**src/logic/operand_field_pkg.sv**
```systemverilog
// Operand field decoder constants: field positions, widths, encodings.
// Assumes 16-bit instruction words presented by the fetch stage.
package operand_field_pkg;

  // Field positions within a 16-bit instruction word
  localparam int ACCESS_BIT_POS     = 8;
  localparam int DEST_BIT_POS       = 9;
  localparam int BIT_ADDR_LSB       = 9;
  localparam int BIT_ADDR_W         = 3;
  localparam int FILE_W             = 8;
  localparam int PTR_SEL_W          = 2;
  localparam int PTR_SEL_LSB        = 4;
  localparam int FAST_BIT_POS       = 0;
  localparam int TABLE_MODE_W       = 2;
  localparam int LONG_ADDR_W        = 12;
  localparam int OFFSET_W           = 7;
  localparam int OFFSET_SRC_LSB     = 0;
  localparam int OFFSET_DST_LSB     = 0;
  localparam int LIT8_W             = 8;
  localparam int LIT12_W            = 12;
  localparam int LIT20_W            = 20;
  localparam int REL_SHORT_W        = 8;
  localparam int REL_LONG_W         = 11;
  localparam int BANK_W             = 4;
  localparam int DATA_W             = 8;
  localparam int TABLE_PTR_W        = 21;
  localparam int INSN_W             = 16;

  // Access RAM bank used when the access bit is clear
  localparam logic [BANK_W-1:0]      ACCESS_BANK = 4'h0;
  localparam logic [TABLE_PTR_W-1:0] PTR_ONE     = 21'h000001;
  localparam logic [TABLE_PTR_W-1:0] PTR_RESET   = 21'h000000;
  localparam logic [DATA_W-1:0]      LATCH_RESET = 8'h00;

  // Operand format supplied by the opcode decoder
  typedef enum logic [3:0] {
    FMT_NONE,
    FMT_BYTE_FILE,
    FMT_BIT_FILE,
    FMT_PTR_LIT,
    FMT_LIT8,
    FMT_MOVE_LONG,
    FMT_MOVE_INDEXED,
    FMT_REL_SHORT,
    FMT_REL_LONG,
    FMT_ABS_TARGET,
    FMT_FAST_RET,
    FMT_TABLE
  } operand_format_t;

  // Table pointer mode field encodings
  typedef enum logic [1:0] {
    TBL_NO_CHANGE = 2'h0,
    TBL_POST_INC  = 2'h1,
    TBL_POST_DEC  = 2'h2,
    TBL_PRE_INC   = 2'h3
  } table_mode_t;

endpackage : operand_field_pkg

```
**src/logic/table_pointer_unit.sv**
```systemverilog
// Program-table pointer and table data latch with mode-driven update.
// Assumes one access request per cycle from the core sequencer.
module table_pointer_unit (
  // Clock and reset
  input  wire logic                                     i_clk_sys,
  input  wire logic                                     i_rst_n,
  // Access request
  input  wire logic                                     i_access,
  input  wire logic                                     i_is_write,
  input  wire logic [operand_field_pkg::TABLE_MODE_W-1:0] i_mode,
  input  wire logic                                     i_ptr_load,
  input  wire logic [operand_field_pkg::TABLE_PTR_W-1:0]  i_ptr_value,
  input  wire logic [operand_field_pkg::DATA_W-1:0]       i_read_data,
  input  wire logic [operand_field_pkg::DATA_W-1:0]       i_latch_value,
  input  wire logic                                     i_latch_load,
  // State
  output logic      [operand_field_pkg::TABLE_PTR_W-1:0]  o_program_table_pointer,
  output logic      [operand_field_pkg::TABLE_PTR_W-1:0]  o_access_address,
  output logic      [operand_field_pkg::DATA_W-1:0]       o_table_data_latch
);

  logic [operand_field_pkg::TABLE_PTR_W-1:0] ptr_inc;
  logic [operand_field_pkg::TABLE_PTR_W-1:0] ptr_dec;
  logic [operand_field_pkg::TABLE_PTR_W-1:0] next_ptr;
  logic [operand_field_pkg::DATA_W-1:0]      next_latch;
  wire  operand_field_pkg::table_mode_t      mode = operand_field_pkg::table_mode_t'(i_mode);

  assign ptr_inc = o_program_table_pointer + operand_field_pkg::PTR_ONE;
  assign ptr_dec = o_program_table_pointer - operand_field_pkg::PTR_ONE;

  // Pre-increment uses the bumped address for this access
  assign o_access_address = (mode == operand_field_pkg::TBL_PRE_INC) ? ptr_inc
                                                                      : o_program_table_pointer;

  always_comb begin
    next_ptr = o_program_table_pointer;
    if (i_ptr_load) begin
      next_ptr = i_ptr_value;
    end else if (i_access) begin
      case (mode)
        operand_field_pkg::TBL_NO_CHANGE: next_ptr = o_program_table_pointer;
        operand_field_pkg::TBL_POST_INC:  next_ptr = ptr_inc;
        operand_field_pkg::TBL_POST_DEC:  next_ptr = ptr_dec;
        operand_field_pkg::TBL_PRE_INC:   next_ptr = ptr_inc;
        default:                          next_ptr = o_program_table_pointer;
      endcase
    end
  end

  // Reads fill the latch; writes take their data from it
  assign next_latch = i_latch_load                 ? i_latch_value :
                      (i_access && !i_is_write)    ? i_read_data   : o_table_data_latch;

  always_ff @(posedge i_clk_sys or negedge i_rst_n) begin
    if (!i_rst_n) begin
      o_program_table_pointer <= operand_field_pkg::PTR_RESET;
      o_table_data_latch      <= operand_field_pkg::LATCH_RESET;
    end else begin
      o_program_table_pointer <= next_ptr;
      o_table_data_latch      <= next_latch;
    end
  end

endmodule : table_pointer_unit

```
**src/logic/operand_field_decoder.sv**
```systemverilog
// Operand field decoder: splits instruction words into datapath operands.
// Assumes the opcode decoder supplies the operand format with each word.
// How it works
// - Access bit 0 uses access bank, else bank register
// - Destination bit picks working register or file
// - Three-bit field selects bit 0 to 7
// - File field: 8-bit address or pointer selector
// - Long moves carry 12-bit source and destination
// - Fast bit enables shadow save or restore
// - Table mode: none, post-inc, post-dec, pre-inc
// - Relative offsets signed; call targets direct
// - Table pointer 21 bits, table latch 8 bits
// - Literals decoded at 8, 12 or 20 bits
// - Indexed moves carry two 7-bit offsets
// - Don't-care bits are ignored by decoding
module operand_field_decoder (
  // Clock and reset
  input  wire logic                                        i_clk_sys,
  input  wire logic                                        i_rst_n,
  // Instruction from fetch
  input  wire logic                                        i_valid,
  input  wire logic [operand_field_pkg::INSN_W-1:0]          i_word0,
  input  wire logic [operand_field_pkg::INSN_W-1:0]          i_word1,
  input  wire logic [3:0]                                  i_format,
  input  wire logic                                        i_is_call,
  // Core state
  input  wire logic [operand_field_pkg::BANK_W-1:0]          i_bank_select_register,
  // Table access
  input  wire logic                                        i_table_write,
  input  wire logic                                        i_ptr_load,
  input  wire logic [operand_field_pkg::TABLE_PTR_W-1:0]     i_ptr_value,
  input  wire logic [operand_field_pkg::DATA_W-1:0]          i_table_read_data,
  input  wire logic                                        i_latch_load,
  input  wire logic [operand_field_pkg::DATA_W-1:0]          i_latch_value,
  // Register file operands
  output logic                                             o_valid,
  output logic      [operand_field_pkg::BANK_W-1:0]          o_bank,
  output logic      [operand_field_pkg::FILE_W-1:0]          o_file_addr,
  output logic      [operand_field_pkg::PTR_SEL_W-1:0]       o_pointer_select,
  output logic                                             o_pointer_select_valid,
  output logic                                             o_dest_working_register,
  output logic      [operand_field_pkg::DATA_W-1:0]          o_bit_mask,
  output logic      [operand_field_pkg::BIT_ADDR_W-1:0]      o_bit_index,
  // Moves
  output logic      [operand_field_pkg::LONG_ADDR_W-1:0]     o_src_addr,
  output logic      [operand_field_pkg::LONG_ADDR_W-1:0]     o_dst_addr,
  output logic      [operand_field_pkg::OFFSET_W-1:0]        o_src_offset,
  output logic      [operand_field_pkg::OFFSET_W-1:0]        o_dst_offset,
  // Literals and control flow
  output logic      [operand_field_pkg::LIT20_W-1:0]         o_literal,
  output logic                                             o_rel_branch,
  output logic      [operand_field_pkg::LIT20_W-1:0]         o_target,
  output logic                                             o_shadow_save,
  output logic                                             o_shadow_restore,
  // Table state
  output logic      [operand_field_pkg::TABLE_PTR_W-1:0]     o_program_table_pointer,
  output logic      [operand_field_pkg::TABLE_PTR_W-1:0]     o_table_access_address,
  output logic      [operand_field_pkg::DATA_W-1:0]          o_table_data_latch
);

  localparam int LW = operand_field_pkg::LIT20_W;

  operand_field_pkg::operand_format_t fmt;
  assign fmt = operand_field_pkg::operand_format_t'(i_format);

  wire is_byte  = (fmt == operand_field_pkg::FMT_BYTE_FILE);
  wire is_bit   = (fmt == operand_field_pkg::FMT_BIT_FILE);
  wire is_file  = is_byte | is_bit;
  wire is_ptr   = (fmt == operand_field_pkg::FMT_PTR_LIT);
  wire is_long  = (fmt == operand_field_pkg::FMT_MOVE_LONG);
  wire is_idx   = (fmt == operand_field_pkg::FMT_MOVE_INDEXED);
  wire is_rels  = (fmt == operand_field_pkg::FMT_REL_SHORT);
  wire is_rell  = (fmt == operand_field_pkg::FMT_REL_LONG);
  wire is_abs   = (fmt == operand_field_pkg::FMT_ABS_TARGET);
  wire is_fret  = (fmt == operand_field_pkg::FMT_FAST_RET);
  wire is_table = (fmt == operand_field_pkg::FMT_TABLE);

  // Field extraction; unused bits never enter any term
  wire access_bit = i_word0[operand_field_pkg::ACCESS_BIT_POS];
  wire dest_bit   = i_word0[operand_field_pkg::DEST_BIT_POS];
  wire fast_bit   = i_word0[operand_field_pkg::FAST_BIT_POS];
  wire [operand_field_pkg::BIT_ADDR_W-1:0] bit_field =
    i_word0[operand_field_pkg::BIT_ADDR_LSB +: operand_field_pkg::BIT_ADDR_W];
  wire [operand_field_pkg::FILE_W-1:0] file_field =
    i_word0[operand_field_pkg::FILE_W-1:0];
  wire [operand_field_pkg::PTR_SEL_W-1:0] ptr_field =
    i_word0[operand_field_pkg::PTR_SEL_LSB +: operand_field_pkg::PTR_SEL_W];
  wire [operand_field_pkg::TABLE_MODE_W-1:0] mode_field =
    i_word0[operand_field_pkg::TABLE_MODE_W-1:0];

  // Bank choice: access area ignores the bank register
  wire [operand_field_pkg::BANK_W-1:0] next_bank =
    access_bit ? i_bank_select_register : operand_field_pkg::ACCESS_BANK;

  wire [operand_field_pkg::DATA_W-1:0] next_mask =
    operand_field_pkg::DATA_W'(1) << bit_field;

  // Long moves: 12-bit source in first word, destination in second
  wire [operand_field_pkg::LONG_ADDR_W-1:0] long_src =
    i_word0[operand_field_pkg::LONG_ADDR_W-1:0];
  wire [operand_field_pkg::LONG_ADDR_W-1:0] long_dst =
    i_word1[operand_field_pkg::LONG_ADDR_W-1:0];

  // Indexed moves: 7-bit offsets in each word
  wire [operand_field_pkg::OFFSET_W-1:0] idx_src =
    i_word0[operand_field_pkg::OFFSET_SRC_LSB +: operand_field_pkg::OFFSET_W];
  wire [operand_field_pkg::OFFSET_W-1:0] idx_dst =
    i_word1[operand_field_pkg::OFFSET_DST_LSB +: operand_field_pkg::OFFSET_W];

  // Literal widths
  wire [LW-1:0] lit8  = LW'(i_word0[operand_field_pkg::LIT8_W-1:0]);
  wire [LW-1:0] lit12 = LW'({i_word0[operand_field_pkg::PTR_SEL_W+1:0],
                             i_word1[operand_field_pkg::LIT8_W-1:0]});
  wire [LW-1:0] lit20 = {i_word1[operand_field_pkg::LONG_ADDR_W-1:0],
                         i_word0[operand_field_pkg::LIT8_W-1:0]};

  // Relative displacements, sign extended
  wire [LW-1:0] rel_short = LW'($signed(i_word0[operand_field_pkg::REL_SHORT_W-1:0]));
  wire [LW-1:0] rel_long  = LW'($signed(i_word0[operand_field_pkg::REL_LONG_W-1:0]));

  wire [LW-1:0] next_literal = is_abs  ? lit20 :
                               is_ptr  ? lit12 : lit8;
  wire [LW-1:0] next_target  = is_rels ? rel_short :
                               is_rell ? rel_long  :
                               is_abs  ? lit20     : {LW{1'b0}};

  wire next_save    = i_valid & is_abs & i_is_call & fast_bit;
  wire next_restore = i_valid & is_fret & fast_bit;
  wire tbl_access   = i_valid & is_table;

  // Registered operand controls
  wire next_psel_valid = i_valid & is_ptr;
  wire next_dest_working_register  = is_byte & ~dest_bit;
  wire next_rel        = i_valid & (is_rels | is_rell);
  wire [operand_field_pkg::DATA_W-1:0] next_bit_mask = is_bit ? next_mask : '0;

  table_pointer_unit u_table (
    .i_clk_sys               (i_clk_sys),
    .i_rst_n                 (i_rst_n),
    .i_access                (tbl_access),
    .i_is_write              (i_table_write),
    .i_mode                  (mode_field),
    .i_ptr_load              (i_ptr_load),
    .i_ptr_value             (i_ptr_value),
    .i_read_data             (i_table_read_data),
    .i_latch_value           (i_latch_value),
    .i_latch_load            (i_latch_load),
    .o_program_table_pointer (o_program_table_pointer),
    .o_access_address        (o_table_access_address),
    .o_table_data_latch      (o_table_data_latch)
  );

  // Register file operands
  always_ff @(posedge i_clk_sys or negedge i_rst_n) begin
    if (!i_rst_n) begin
      o_valid                <= 1'b0;
      o_bank                 <= '0;
      o_file_addr            <= '0;
      o_pointer_select       <= '0;
      o_pointer_select_valid <= 1'b0;
    end else begin
      o_valid                <= i_valid;
      o_bank                 <= next_bank;
      o_file_addr            <= file_field;
      o_pointer_select       <= ptr_field;
      o_pointer_select_valid <= next_psel_valid;
    end
  end

  // Destination and bit position
  always_ff @(posedge i_clk_sys or negedge i_rst_n) begin
    if (!i_rst_n) begin
      o_dest_working_register <= 1'b0;
      o_bit_mask              <= '0;
      o_bit_index             <= '0;
    end else begin
      o_dest_working_register <= next_dest_working_register;
      o_bit_mask              <= next_bit_mask;
      o_bit_index             <= bit_field;
    end
  end

  // Long move addresses
  always_ff @(posedge i_clk_sys or negedge i_rst_n) begin
    if (!i_rst_n) begin
      o_src_addr <= '0;
      o_dst_addr <= '0;
    end else begin
      o_src_addr <= long_src;
      o_dst_addr <= long_dst;
    end
  end

  // Indexed move offsets
  always_ff @(posedge i_clk_sys or negedge i_rst_n) begin
    if (!i_rst_n) begin
      o_src_offset <= '0;
      o_dst_offset <= '0;
    end else begin
      o_src_offset <= idx_src;
      o_dst_offset <= idx_dst;
    end
  end

  // Literal and branch target
  always_ff @(posedge i_clk_sys or negedge i_rst_n) begin
    if (!i_rst_n) begin
      o_literal    <= '0;
      o_rel_branch <= 1'b0;
      o_target     <= '0;
    end else begin
      o_literal    <= next_literal;
      o_rel_branch <= next_rel;
      o_target     <= next_target;
    end
  end

  // Shadow register control
  always_ff @(posedge i_clk_sys or negedge i_rst_n) begin
    if (!i_rst_n) begin
      o_shadow_save    <= 1'b0;
      o_shadow_restore <= 1'b0;
    end else begin
      o_shadow_save    <= next_save;
      o_shadow_restore <= next_restore;
    end
  end

endmodule : operand_field_decoder

```
**config.mk**
```make
export PLATFORM = sky130hd
export DESIGN_NAME = operand_field_decoder
export DESIGN_NICKNAME = d
export VERILOG_FILES = /design/src/logic/operand_field_pkg.sv /design/src/logic/table_pointer_unit.sv /design/src/logic/operand_field_decoder.sv
export SDC_FILE = /design/constraint.sdc
export NUM_CORES = 1
export LEC_CHECK = 0
export ABC_CLOCK_PERIOD_IN_PS = 3500
export BUFFER_PORTS_ARGS = -buffer_cell sky130_fd_sc_hd__buf_2
export CORE_AREA = 2 2 146 77
export CTS_BUF_LIST = sky130_fd_sc_hd__clkbuf_8
export DETAILED_ROUTE_END_ITERATION = 10
export DIE_AREA = 0 0 148 79
export PLACE_DENSITY = 0.95
export SYNTH_ARGS = -nofsm -noshare
export SYNTH_HDL_FRONTEND = slang
export SYNTH_SLANG_ARGS = --single-unit
```
**constraint.sdc**
```tcl
create_clock -name i_clk_sys -period 3.5 [get_ports i_clk_sys]
set_clock_uncertainty 0.2 [all_clocks]
set_input_delay 0.175 -clock i_clk_sys [delete_from_list [all_inputs] [get_ports i_clk_sys]]
set_output_delay 0.175 -clock i_clk_sys [all_outputs]
set_load 0.01 [all_outputs]
```
* Word level (Yosys, flattened, before mapping)
Index checks and enable logic that the tools add are counted.
Word-level totals: register bits 138, bits in latches 0, bits in writable memories 0, ROM bits 0, input bits 84, output and inout port bits 159, word-level logic and storage cells 65, memories 0
Cells by class: $add $sub $neg 2, multiply operators 0, div/mod/pow operators 0, magnitude comparators 0, equality and inequality tests 12, shifts and indexed selects 1, mux-type cells 13, bitwise gates (word level) 11, reductions and logical operators 7
Operators by type and width (count):
- 20-bit two-way mux | 4
- 21-bit two-way mux | 3
- 21-bit case mux with 2 select lines | 1
- 8-bit two-way mux | 3
- 21-bit by 1-bit adder with 21-bit output, second input constant | 1
- 21-bit by 1-bit subtractor with 21-bit output, second input constant | 1
- 4-bit == test, second input constant | 4
- 12-bit two-way mux | 1
- 1-bit bitwise AND | 9
- 4-bit by 2-bit == test with 1-bit output, second input constant | 2
- 1-bit by 3-bit << shifter with 8-bit output, first input constant | 1
- 2-bit == test, second input constant | 2
- 4-bit by 1-bit == test with 1-bit output, second input constant | 1
- 4-bit by 3-bit == test with 1-bit output, second input constant | 1
- 4-bit two-way mux | 1
- 2-bit nonzero test | 2
- 2-bit by 1-bit == test with 1-bit output, second input constant | 1
- 2-bit logical NOT | 1
- 2-bit inequality test, second input constant | 1
- 2-bit AND reduction | 1
- 2-bit OR reduction | 1
- 1-bit logical AND | 1
- 1-bit logical NOT | 1
- 1-bit inverter | 1
- 1-bit OR | 1

* Depth between registers and ports, before layout
Gate-level depths: netlist of run 1.
depth after elaboration 5, mapped depth 7, gate-level depth less buffers 7

* Modules after synthesis
From an unflattened synthesis of run 1, not the netlist that was laid out.
Second synthesis, totals: cell total of the unflattened synthesis 492, area total of the unflattened synthesis 5340.1 um^2
By module, submodules not included:
- operand_field_decoder | times used 1, cells an instance 205, area an instance 2962.8 um^2, sequential area each 2052.0 um^2
- table_pointer_unit | times used 1, cells an instance 287, area an instance 2377.3 um^2, sequential area each 725.7 um^2

* Worst setup path before layout of run 1
No wires, ideal clock.
path type register to register, from reg u_table.o_program_table_pointer[2] (netlist name), to reg u_table.o_program_table_pointer[5] (netlist name), library setup time 125 ps, arrival 1954 ps, data required time 3175 ps, slack 1221 ps, stages on the path, launching flop included 7, path buffers 1, period minus slack after synthesis 2279 ps, cell sequence dfrtp_1 -> buf_6 -> or4_4 -> or3_2 -> a21oi_1 -> xor2_1 -> mux2_2
Between the ends: cells in the longest elaborated chain, start to end 4, elaborated cells between the ends (all ways) 5, classes of those cells add/sub: 2; mux: 3
Ends and longest elaborated chain:
- from (decl) | line table_pointer_unit.sv:17 | output logic [operand_field_pkg::TABLE_PTR_W-1:0] o_program_table_pointer,
- from (signal assigned) | line table_pointer_unit.sv:56 | o_program_table_pointer <= operand_field_pkg::PTR_RESET;
- from (signal assigned) | line table_pointer_unit.sv:59 | o_program_table_pointer <= next_ptr;
- 21-bit by 1-bit adder with 21-bit output or 21-bit by 1-bit subtractor with 21-bit output (tied branches) | line table_pointer_unit.sv:28, table_pointer_unit.sv:29
- 21-bit case mux with 2 select lines (*) | line table_pointer_unit.sv:40 | case (mode)
- 21-bit two-way mux (*) | line table_pointer_unit.sv:39 | end else if (i_access) begin
- 21-bit two-way mux (*) | line table_pointer_unit.sv:37 | if (i_ptr_load) begin
Every way passes the cells marked *; elsewhere a longest branch is shown, timed or not. The select of a mux whose other input is x is not followed. A chain may end at the register's enable or synchronous reset.

* Worst setup path after layout of run 1
from reg u_table.o_program_table_pointer[5] (netlist name), to out o_table_access_address[15] (netlist name)
Between the ends: cells in the longest elaborated chain, start to end 2
Ends and longest elaborated chain:
- 21-bit by 1-bit adder with 21-bit output | line table_pointer_unit.sv:28 | assign ptr_inc = o_program_table_pointer + operand_field_pkg::PTR_ONE;
- 21-bit two-way mux | line table_pointer_unit.sv:32 | assign o_access_address = (mode == operand_field_pkg::TBL_PRE_INC) ? ptr_inc
- to (decl) | line operand_field_decoder.sv:57 | output logic [operand_field_pkg::TABLE_PTR_W-1:0] o_table_access_address,
No other way between the ends.

==> results of run 1 <==
layout by cell type (no fill, tap or decap), types with 3 or more instances in the layout:
cell | Yosys | layout
nand2b_1 | 18 | 18
buf_2 | 10 | 233
nor3_1 | 18 | 17
dlygate4sd3_1 | 0 | 70
nand3_1 | 12 | 12
nor2_1 | 33 | 33
or4_4 | 3 | 3
and3_1 | 11 | 11
and4_1 | 5 | 5
mux2_2 | 15 | 15
buf_4 | 30 | 6
or3_1 | 7 | 7
nand4_1 | 8 | 8
dfrtp_1 | 111 | 111
nor3b_1 | 5 | 5
a31oi_1 | 4 | 4
xor2_1 | 16 | 16
a21oi_1 | 6 | 6
xnor2_1 | 14 | 14
o21a_1 | 3 | 3
o21ai_0 | 27 | 27
nand2_1 | 50 | 50
and2_1 | 16 | 16
mux2i_1 | 12 | 12
inv_1 | 7 | 7
nor4_1 | 6 | 6
a32oi_1 | 3 | 3
clkbuf_8 | 0 | 9
power by group:
part	total [W]	switching [W]	internal, W	leakage (nW)
Clock	0.000794	0.000504	0.000291	0.100
Sequential	0.00144	0.0000934	0.00135	1.40
Combinational	0.000536	0.000284	0.000253	2.10
Total	0.00278	0.000881	0.00189	3.60
sequential cells by signal, summed over array words and instances, names as in the netlist:
signal / cells
o_bank: 4
o_bit_index: 1
o_bit_mask: 8
o_dest_working_register: 1
o_dst_addr: 6
o_dst_offset: 6
o_literal: 20
o_pointer_select_valid: 1
o_rel_branch: 1
o_shadow_restore: 1
o_shadow_save: 1
o_src_addr: 11
o_target: 20
o_valid: 1
u_table.o_program_table_pointer: 21
u_table.o_table_data_latch: 8
metal layers:
layer	global-route usage [%]	vias up	part of all wire, %
li1	-	2245	-
met1	40.9	2364	43
met2	44.8	292	45
met3	7.47	35	9.6
met4	7.43	0	2.2
met5	0	-	0
per-stage QoR:
step                      util (%)  hold WS, ns  cells  cell area [µm²]
after floorplan                  -       -0.321    504             5270
after global placement        60.1       0.0329    830             6330
after detailed placement      60.1       0.0350    830             6330
after CTS                     68.6      0.00814    916             7240
after global routing          68.6       0.0232    916             7240
final                         68.6       0.0300    916             7240
cell families after synthesis:
family / Yosys count / share of synthesized area, %
fa+ha+maj: 2 / 0.475
xor+xnor: 30 / 4.99
compound gates: 65 / 8.36
buf+inv: 66 / 7.24
mux: 27 / 5.49
flops: 111 / 52.7
simple gates: 203 / 20.7
final cells by class:
| class | instances | area, µm² |
|---|---|---|
| Timing Repair Buffer | 310 | 1930 |
| Tap cell | 145 | 181 |
| Fill cell | 804 | 3300 |
| Clock inverter | 7 | 80.1 |
| Inverter | 7 | 26.3 |
| Multi-Input combinational cell | 327 | 2110 |
| Sequential cell | 111 | 2780 |
| Clock buffer | 9 | 124 |
worst max-delay path, stage by stage, from the launching register on:
cell and delay (ns):
dfrtp_1 0.64, nand3_1 0.24, or3_1 0.56, nor3_1 0.44, nand2_1 0.13, xnor2_1 0.14
buf_2 0.14
final timing paths:
kind                            cells past startpoint                                      startpoint  slack (ns)                                               to
min in group asynchronous                           2                                         i_rst_n        0.18                            o_target[2]$_DFF_PN0_
max in group asynchronous                           3                                         i_rst_n        2.17        u_table.o_table_data_latch[7]$_DFFE_PN0P_
worst min register to register                      2       u_table.o_table_data_latch[3]$_DFFE_PN0P_        0.29        u_table.o_table_data_latch[3]$_DFFE_PN0P_
worst max-delay path                                6  u_table.o_program_table_pointer[5]$_DFFE_PN0P_        0.46                       o_table_access_address[15]
worst max register to register                      5  u_table.o_program_table_pointer[3]$_DFFE_PN0P_        0.92  u_table.o_program_table_pointer[13]$_DFFE_PN0P_
worst min-delay path                                3                                     i_format[3]        0.03                       o_shadow_restore$_DFF_PN0_
what timing repair did:
item | 4_1_cts | 5_1_grt
gates resized for setup | 0 | 0
endpoints found under the hold margin | 153 | 0
hold buffers | 70 | 0
==> impl_metrics.env, run 1 <==
export IMPL_critPathMaxFanout=11
export IMPL_post_cts_setup_buffers=0
export IMPL_ant_nets=0
export IMPL_yosys_most_used_dff="dfrtp_1"
export IMPL_start_util_pct=50.0
export IMPL_insertion_delay_ns=0.37
export IMPL_syn_inst=504
export IMPL_yosysWarnings=0
export IMPL_cellPowerDensity_mw_per_mm2=384
export IMPL_cp_end_kind="primary output"
export IMPL_track_usage_pct=28.9
export IMPL_die_h_um=79
export IMPL_syn_to_final_growth_pct=37.3
export IMPL_cts_sinks=111
export IMPL_fin_nets=852
export IMPL_cts_root_to_sink_buffers=2
export IMPL_htree_levels=3
export IMPL_slew_headroom_pct=26.8
export IMPL_period_share_pct=86.9
export IMPL_cts_tree="yes"
export IMPL_min_path_type="input port to flip-flop"
export IMPL_critical_path_required_ns=3.12
export IMPL_hold_viol=0
export IMPL_max_freq_mhz=329
export IMPL_core_area_mm2=0.0105
export IMPL_synth_edf_count=0
export IMPL_drt_wl_total_mm=16.9
export IMPL_syn_area_mm2=0.00527
export IMPL_setup_viol=0
export IMPL_path_class="flip-flop to primary output"
export IMPL_rsz0062_at_grt="false"
export IMPL_drt_pass1_iterations=5
export IMPL_die_area_mm2=0.0117
export IMPL_via_per_inst=5.39
export IMPL_synth_seq_area_share_pct=52.7
export IMPL_clockRootBuffer="clkbuf_8"
export IMPL_ys_ff_latch=111
export IMPL_rows=27
export IMPL_synthTopCellsByCount="111 x dfrtp_1, 50 x nand2_1, 33 x nor2_1"
export IMPL_die_w_um=148
export IMPL_detail_route_wl_per_cell_um=18.5
export IMPL_tightestPinTransition_ns=1.09
export IMPL_fin_setup_tns_ns=0
export IMPL_timing_final_ws_setup_ns=0.460
export IMPL_gp_congestion=0.967
export IMPL_drc=0
export IMPL_cap_viol_max_count=0
export IMPL_syn_num_nets=590
export IMPL_drtIter0Drc=412
export IMPL_synthArstFlopShare_pct=100
export IMPL_ir_drop_uv=247
export IMPL_grt_pass1_wl_mm=25.7
export IMPL_syn_avg_cell_area_um2=10.5
export IMPL_first_global_vias=4695
export IMPL_numCtsBuffers=9
export IMPL_drive_above_1_share_pct=36.7
export IMPL_slew_violations=0
export IMPL_synth_area_leaders="dfrtp_1 53%, buf_4 4.3%, nand2_1 3.6%, mux2_2 3.2%, xor2_1 2.7%"
export IMPL_p_leak_nw=3.60
export IMPL_synth_top_area_share_pct=52.7
export IMPL_min_period_ns=3.04
export IMPL_place_worst_setup_slack_ns=0.961
export IMPL_finalPower_w=0.00278
export IMPL_status="completed"
export IMPL_ys_types=56
export IMPL_crit_arrival_ns=2.67
export IMPL_portBuffers=234
export IMPL_dpl_hpwl_mm=11.6
export IMPL_yosys_area_top_type="dfrtp_1"
export IMPL_clk_pin_slew_ns=0.12
export IMPL_start_kind="flip-flop"
export IMPL_antenna_found_initial=0
export IMPL_antennaDiodeCount=0
export IMPL_synth_most_common_cell="dfrtp_1"
export IMPL_grt_start_max_net_pins=65
export IMPL_grt_overflow=0
export IMPL_pin_count=243
export IMPL_vias=4936
(Power assumes the default switching activity.)
==> run 2: changes to the inputs <==
--- a/config.mk
+++ b/config.mk
@@ -7,11 +7,13 @@
 export LEC_CHECK = 0
 export ABC_CLOCK_PERIOD_IN_PS = 3500
 export BUFFER_PORTS_ARGS = -buffer_cell sky130_fd_sc_hd__buf_2
-export CORE_AREA = 2 2 146 77
+export CORE_AREA = 2 2 145 76
 export CTS_BUF_LIST = sky130_fd_sc_hd__clkbuf_8
 export DETAILED_ROUTE_END_ITERATION = 10
-export DIE_AREA = 0 0 148 79
+export DIE_AREA = 0 0 147 78
 export PLACE_DENSITY = 0.95
 export SYNTH_ARGS = -nofsm -noshare
 export SYNTH_HDL_FRONTEND = slang
+export SYNTH_HIERARCHICAL = 1
 export SYNTH_SLANG_ARGS = --single-unit
+export TNS_END_PERCENT = 10
==> run 2 against run 1 <==
  * Register-to-register slack gained 0.04 ns
  * Flip-flop and latch count did not move
  * Setup slack got worse by 0.050 ns
  * Critical path depth increased by 2
  * Largest power group unchanged
  * Combinational power about the same
  * Area after synthesis grew 1.4%
  * Global-route usage fell by 1.7 points
  * Utilization grew 4.1 points
==> impl_metrics.env, run 2 <==
export IMPL_place_worst_setup_slack_ns=0.889
export IMPL_syn_num_nets=578
export IMPL_ys_ff_latch=111
export IMPL_setup_viol=0
export IMPL_timing_final_ws_setup_ns=0.410
export IMPL_crit_arrival_ns=2.72
export IMPL_die_w_um=147
export IMPL_synthArstFlopShare_pct=100
export IMPL_ant_nets=0
export IMPL_min_period_ns=3.09
export IMPL_yosys_area_top_type="dfrtp_1"
export IMPL_vias=4923
export IMPL_clk_pin_slew_ns=0.10
export IMPL_fill_cells=726
export IMPL_cts_sinks=111
export IMPL_dpl_hpwl_mm=9.90
export IMPL_die_h_um=78
export IMPL_numCtsBuffers=9
export IMPL_pin_count=243
export IMPL_gp_congestion=0.899
export IMPL_syn_area_mm2=0.00534
export IMPL_cp_slowest_cell="nor4_2"
export IMPL_drc=0
export IMPL_synth_top_area_share_pct=52.0
export IMPL_synth_edf_count=0
export IMPL_cts_tree="yes"
export IMPL_ir_drop_uv=254
export IMPL_max_freq_mhz=324
export IMPL_rows=26
export IMPL_tightestPinTransition_ns=1.08
export IMPL_drt_pass1_iterations=5
export IMPL_crit_family="simple AND/OR/NAND/NOR gates"
export IMPL_antenna_found_initial=1
export IMPL_min_path_type="input port to flip-flop"
export IMPL_cp_slowest_stage_delay_ns=0.62
export IMPL_crit_chain="dlygate4sd3_1, buf_2, nand2_1, nor4_2, nand2_1, nor2_1, xor2_1, buf_2"
export IMPL_path_class="input port to primary output"
export IMPL_synth_most_common_cell="dfrtp_1"
export IMPL_syn_inst=492
export IMPL_drtIter0Drc=319
export IMPL_via_per_inst=5.45
export IMPL_track_usage_pct=27.2
export IMPL_status="completed"
export IMPL_core_area_mm2=0.0101
export IMPL_detail_route_wl_per_cell_um=17.5
export IMPL_path_buf_inv=3
export IMPL_start_kind="input port"
export IMPL_synth_area_leaders="dfrtp_1 52%, buf_4 4.1%, mux2i_1 3.7%, xnor2_1 3.4%, mux2_2 3.4%"
export IMPL_grt_overflow=0
export IMPL_top_register="u_table/o_program_table_pointer"
export IMPL_period_share_pct=88.3
export IMPL_die_area_mm2=0.0115
export IMPL_hold_viol=0
export IMPL_fin_nets=843
export IMPL_cts_root_to_sink_buffers=2
export IMPL_slew_headroom_pct=27.7
export IMPL_start_util_pct=53.0
export IMPL_post_cts_setup_buffers=0
export IMPL_syn_to_final_growth_pct=37.3
export IMPL_clockRootBuffer="clkbuf_8"
export IMPL_rsz0062_at_grt="false"
export IMPL_final_common_cell="buf_2"
export IMPL_grt_start_max_net_pins=87
export IMPL_cellPowerDensity_mw_per_mm2=377
export IMPL_ys_types=50
export IMPL_first_global_vias=4802
export IMPL_drt_wl_total_mm=15.8
export IMPL_portBuffers=234
export IMPL_grt_pass1_wl_mm=24.5
export IMPL_final_cell_mix="233 x buf_2, 111 x dfrtp_1, 79 x dlygate4sd3_1"
export IMPL_synth_seq_area_share_pct=52.0
export IMPL_syn_avg_cell_area_um2=10.9
export IMPL_critPathMaxFanout=24
export IMPL_yosysWarnings=6
export IMPL_cp_end_kind="primary output"
export IMPL_htree_levels=3
export IMPL_insertion_delay_ns=0.37
export IMPL_synthTopCellsByCount="111 x dfrtp_1, 35 x nand2_1, 29 x buf_4"
export IMPL_p_leak_nw=3.60
export IMPL_reg_top3="u_table/o_program_table_pointer (21), o_literal (20), o_target (20)"
export IMPL_yosys_most_used_dff="dfrtp_1"
export IMPL_largest_register_ff_count=21
export IMPL_fin_setup_tns_ns=0
export IMPL_critical_path_required_ns=3.12
export IMPL_drive_above_1_share_pct=37.5
export IMPL_slew_violations=0
export IMPL_cap_viol_max_count=0
run 2: cell types whose count changed after synthesis, sizes merged, moves of 6 or more:
cell	delta
nor4	+12
nor2	-13
mux2i	+8
nand2b	-12
nand2	-15
a21boi	+7
o22ai	+12
xnor2	+7
nor3b	-6
and3	-7
run 2: stage by stage:
step                hold slack [ns]  util, %  instances  area, µm²  total power [W]
floorplan                    -0.321        -        492       5340          0.00171
global placement              0.108     62.8        807       6330          0.00189
detailed placement            0.111     62.8        807       6330          0.00191
CTS                          0.0289     72.7        902       7330          0.00278
global route                 0.0894     72.7        903       7330          0.00289
finish                       0.0772     72.7        903       7330          0.00276
run 2: path summary, 6_finish.rpt:
path / startpoint / end / slack [ns] / depth (start not counted)
hold / removal: i_ptr_value[17] / u_table/o_program_table_pointer[17]$_DFFE_PN0P_ / 0.08 / 5
setup reg to reg: u_table/o_program_table_pointer[0]$_DFFE_PN0P_ / u_table/o_program_table_pointer[12]$_DFFE_PN0P_ / 0.96 / 7
setup / recovery: i_word0[0] / o_table_access_address[17] / 0.41 / 8
min in group asynchronous: i_rst_n / u_table/o_program_table_pointer[5]$_DFFE_PN0P_ / 0.31 / 2
hold reg to reg: u_table/o_program_table_pointer[18]$_DFFE_PN0P_ / u_table/o_program_table_pointer[18]$_DFFE_PN0P_ / 0.49 / 2
max in group asynchronous: i_rst_n / o_bit_mask[3]$_DFF_PN0_ / 1.79 / 3
run 2: metal layers:
layer | global-route usage [%] | part of all wire, %
met2 | 50.4 | 53
met5 | 0 | 0
met4 | 12.6 | 3.6
met3 | 4.94 | 5.2
met1 | 31.0 | 38
run 2: cells by family (layout without fill, tap and decap cells):
kind of cell	after synthesis	count (layout)	share of synthesized area [%]
fa+ha+maj	2	2	0.469
xor+xnor	37	37	6.07
buf+inv	72	342	7.78
mux	36	36	7.12
other cells	0	1	0
simple gates	161	161	17.9
compound gates	73	73	8.62
flops	111	111	52.0
run 2: what timing repair did:
item                                   4_1_cts  5_1_grt
resized for setup                            0        0
endpoints found under the hold margin      192        0
hold buffers                                79        0
run 2: power by group:
| group | internal, W | leakage [nW] | total, W | switching [W] |
|---|---|---|---|---|
| clock | 0.000341 | 0.105 | 0.000792 | 0.000451 |
| sequential | 0.00135 | 1.40 | 0.00143 | 0.0000828 |
| combinational | 0.000255 | 2.09 | 0.000539 | 0.000283 |
| total | 0.00195 | 3.60 | 0.00276 | 0.000817 |
run 2: worst register-to-register path, cell delays in order (launching register included):
cell and delay, ns:
dfrtp_1 0.51, inv_1 0.10, ha_1 0.16, or4b_2 0.62, nor4_1 0.27, o21ai_1 0.15
xnor2_1 0.16, mux2_2 0.26
run 2: layout make-up:
class	instances	area [µm²]	area share [%]
antenna	1	2.50	0.0341
clock buffer	9	124	1.69
tap	140	175	2.39
inverter	10	37.5	0.512
multi-input combinational	309	2150	29.3
sequential	111	2780	37.9
timing repair buffer	316	1990	27.1
clock inverter	7	81.3	1.11
==> run 3: changes to the inputs <==
--- a/config.mk
+++ b/config.mk
@@ -7,11 +7,11 @@
 export LEC_CHECK = 0
 export ABC_CLOCK_PERIOD_IN_PS = 3500
 export BUFFER_PORTS_ARGS = -buffer_cell sky130_fd_sc_hd__buf_2
-export CORE_AREA = 2 2 145 76
+export CORE_AREA = 2 2 158 83
 export CTS_BUF_LIST = sky130_fd_sc_hd__clkbuf_8
 export DETAILED_ROUTE_END_ITERATION = 10
-export DIE_AREA = 0 0 147 78
-export PLACE_DENSITY = 0.95
+export DIE_AREA = 0 0 160 85
+export PLACE_DENSITY = 0.85
 export SYNTH_ARGS = -nofsm -noshare
 export SYNTH_HDL_FRONTEND = slang
 export SYNTH_HIERARCHICAL = 1
==> run 3 against run 2 <==
  * Clock-buffer cell count unchanged
  * Cell area rose by 0.80%
  * Final cell count up 3.7%
  * Highest routed layer unchanged
  * Die area up 19%
  * Critical path type is now flip-flop to primary output
  * Flip-flop and latch count unchanged
  * Critical endpoint unchanged
==> impl_metrics.env, run 3 (same netlist as run 2, synthesis figures left out) <==
export IMPL_cellPowerDensity_mw_per_mm2=375
export IMPL_r2r_slack_ns=0.84
export IMPL_drtIter0Drc=451
export IMPL_pin_count=243
export IMPL_rsz0062_at_grt="false"
export IMPL_top_register="u_table/o_program_table_pointer"
export IMPL_ir_drop_uv=214
export IMPL_post_cts_setup_buffers=0
export IMPL_clk_pin_slew_ns=0.12
export IMPL_insertion_delay_ns=0.37
export IMPL_detail_route_wl_per_cell_um=18.0
export IMPL_clockRootBuffer="clkbuf_8"
export IMPL_cts_root_to_sink_buffers=2
export IMPL_pwr_share_clk_pct=28.6
export IMPL_via_per_inst=5.28
export IMPL_cp_end_kind="primary output"
export IMPL_dpl_hpwl_mm=10.8
export IMPL_min_path_type="input port to flip-flop"
export IMPL_hold_slack_ns=0.0600
export IMPL_numCtsBuffers=9
export IMPL_critPathMaxFanout=13
export IMPL_fill_cells=1014
export IMPL_place_inst=840
export IMPL_fin_setup_tns_ns=0
export IMPL_crit_family="simple AND/OR/NAND/NOR gates"
export IMPL_p_int_w=0.00190
export IMPL_p_sw_w=0.000879
export IMPL_min_period_ns=3.18
export IMPL_die_h_um=85
export IMPL_path_class="flip-flop to primary output"
export IMPL_track_usage_pct=25.0
export IMPL_grt_overflow=0
export IMPL_tightestPinTransition_ns=0.669
export IMPL_vias=4944
export IMPL_p_leak_nw=3.60
export IMPL_rows=29
export IMPL_hold_viol=0
export IMPL_period_share_pct=90.7
export IMPL_final_common_cell="buf_2"
export IMPL_fin_nets=846
export IMPL_grt_start_max_net_pins=52
export IMPL_die_area_mm2=0.0136
export IMPL_critical_path_required_ns=3.12
export IMPL_setup_viol=0
export IMPL_final_cell_mix="233 x buf_2, 111 x dfrtp_1, 79 x dlygate4sd3_1"
export IMPL_crit_chain="nand3_1, nor4_2, nand2_1, nor2_1, xor2_1, buf_2"
export IMPL_gp_congestion=0.883
export IMPL_cp_slowest_stage_delay_ns=0.70
export IMPL_hold_end="u_table/o_program_table_pointer[17]$_DFFE_PN0P_"
export IMPL_start_util_pct=43.5
export IMPL_max_freq_mhz=315
export IMPL_reg_top3="u_table/o_program_table_pointer (21), o_literal (20), o_target (20)"
export IMPL_core_area_mm2=0.0123
export IMPL_die_w_um=160
export IMPL_antenna_found_initial=1
export IMPL_first_global_vias=4896
export IMPL_p_sw_share_pct=31.7
export IMPL_crit_path_start="u_table/o_program_table_pointer[2]$_DFFE_PN0P_"
export IMPL_drt_pass1_iterations=5
export IMPL_power_frac_seq_pct=51.8
export IMPL_slew_violations=0
export IMPL_grt_pass1_wl_mm=26.7
export IMPL_path_buf_inv=1
export IMPL_slew_headroom_pct=55.1
export IMPL_status="completed"
export IMPL_combPwrFrac_pct=19.7
export IMPL_drt_wl_total_mm=16.8
export IMPL_reg2reg_depth=5
export IMPL_portBuffers=234
export IMPL_start_kind="flip-flop"
export IMPL_cts_sinks=111
export IMPL_htree_levels=3
export IMPL_syn_to_final_growth_pct=38.4
export IMPL_largest_register_ff_count=21
export IMPL_ant_nets=0
export IMPL_r2r_start="u_table/o_program_table_pointer[2]$_DFFE_PN0P_"
export IMPL_cp_slowest_cell="nor4_2"
export IMPL_reg2reg_to="u_table/o_program_table_pointer[13]$_DFFE_PN0P_"
export IMPL_whs_path_depth=5
export IMPL_drc=0
export IMPL_cts_tree="yes"
export IMPL_cap_viol_max_count=0
export IMPL_drive_above_1_share_pct=37.9
export IMPL_hp_start="i_ptr_value[17]"
export IMPL_stdcell_count=936
export IMPL_crit_arrival_ns=2.80
-- run 3: changes by cell type in the layout (fill, tap and decap cells not counted), sizes merged --
cell / delta
buf: +3
clkinv: -1
bufinv: -1
inv: +2
-- run 3: power groups by stage --
stage / clock [W] / combinational [W] / sequential (W)
2_1_floorplan: 0 / 0.000256 / 0.00145
3_3_place_gp: 0 / 0.000453 / 0.00145
3_5_place_dp: 0 / 0.000462 / 0.00146
4_1_cts: 0.000826 / 0.000537 / 0.00143
5_1_grt: 0.000888 / 0.000590 / 0.00145
6_report: 0.000793 / 0.000545 / 0.00144
-- run 3: stage by stage --
step / total power (W) / worst slack, ns / util, % / cell area (µm²)
2_1_floorplan: 0.00171 / 1.14 / - / 5340
3_3_place_gp: 0.00191 / 0.898 / 52.1 / 6390
3_5_place_dp: 0.00192 / 0.781 / 52.1 / 6390
4_1_cts: 0.00280 / 0.331 / 60.2 / 7390
5_1_grt: 0.00293 / 0.144 / 60.3 / 7390
6_report: 0.00278 / 0.325 / 60.3 / 7390
-- run 3: metal layers --
metal,global-route usage [%],share of wire (%),vias to the layer above
met5,0,0,-
met4,7.04,1.6,0
met3,5.52,7.6,33
met2,40.2,48,268
met1,34.6,43,2403
li1,-,-,2240
-- run 3: worst max path at each step --
stage	cells after the start	end	slack, ns
after floorplan	8	u_table/o_program_table_pointer[12]$_DFFE_PN0P_	1.14
after global placement	6	o_table_access_address[17]	0.90
after detailed placement	6	o_table_access_address[17]	0.78
after CTS	6	o_table_access_address[17]	0.33
after global routing	6	o_table_access_address[17]	0.14
final	6	o_table_access_address[17]	0.32
-- run 3: layout make-up --
| cell class | count | area (µm²) | area share (%) |
|---|---|---|---|
| Tap cell | 170 | 213 | 2.88 |
| Sequential cell | 111 | 2780 | 37.6 |
| Timing Repair Buffer | 319 | 2010 | 27.2 |
| Multi-Input combinational cell | 309 | 2150 | 29.1 |
| Clock buffer | 9 | 124 | 1.68 |
| Antenna cell | 1 | 2.50 | 0.0339 |
| Clock inverter | 7 | 80.1 | 1.08 |
| Inverter | 10 | 37.5 | 0.508 |
-- run 3: worst reg2reg max path: cells and delay by family (launching register included) --
kind             cells  cell delay (ns)
AND/OR/NAND/NOR      3             1.43
flip-flops           1             0.64
AO/OA/AOI/OAI        2             0.34
-- run 3: repair_timing --
action	4_1_cts	5_1_grt
endpoints found under the hold margin	157	0
hold buffers	79	0
gates resized for setup	0	0
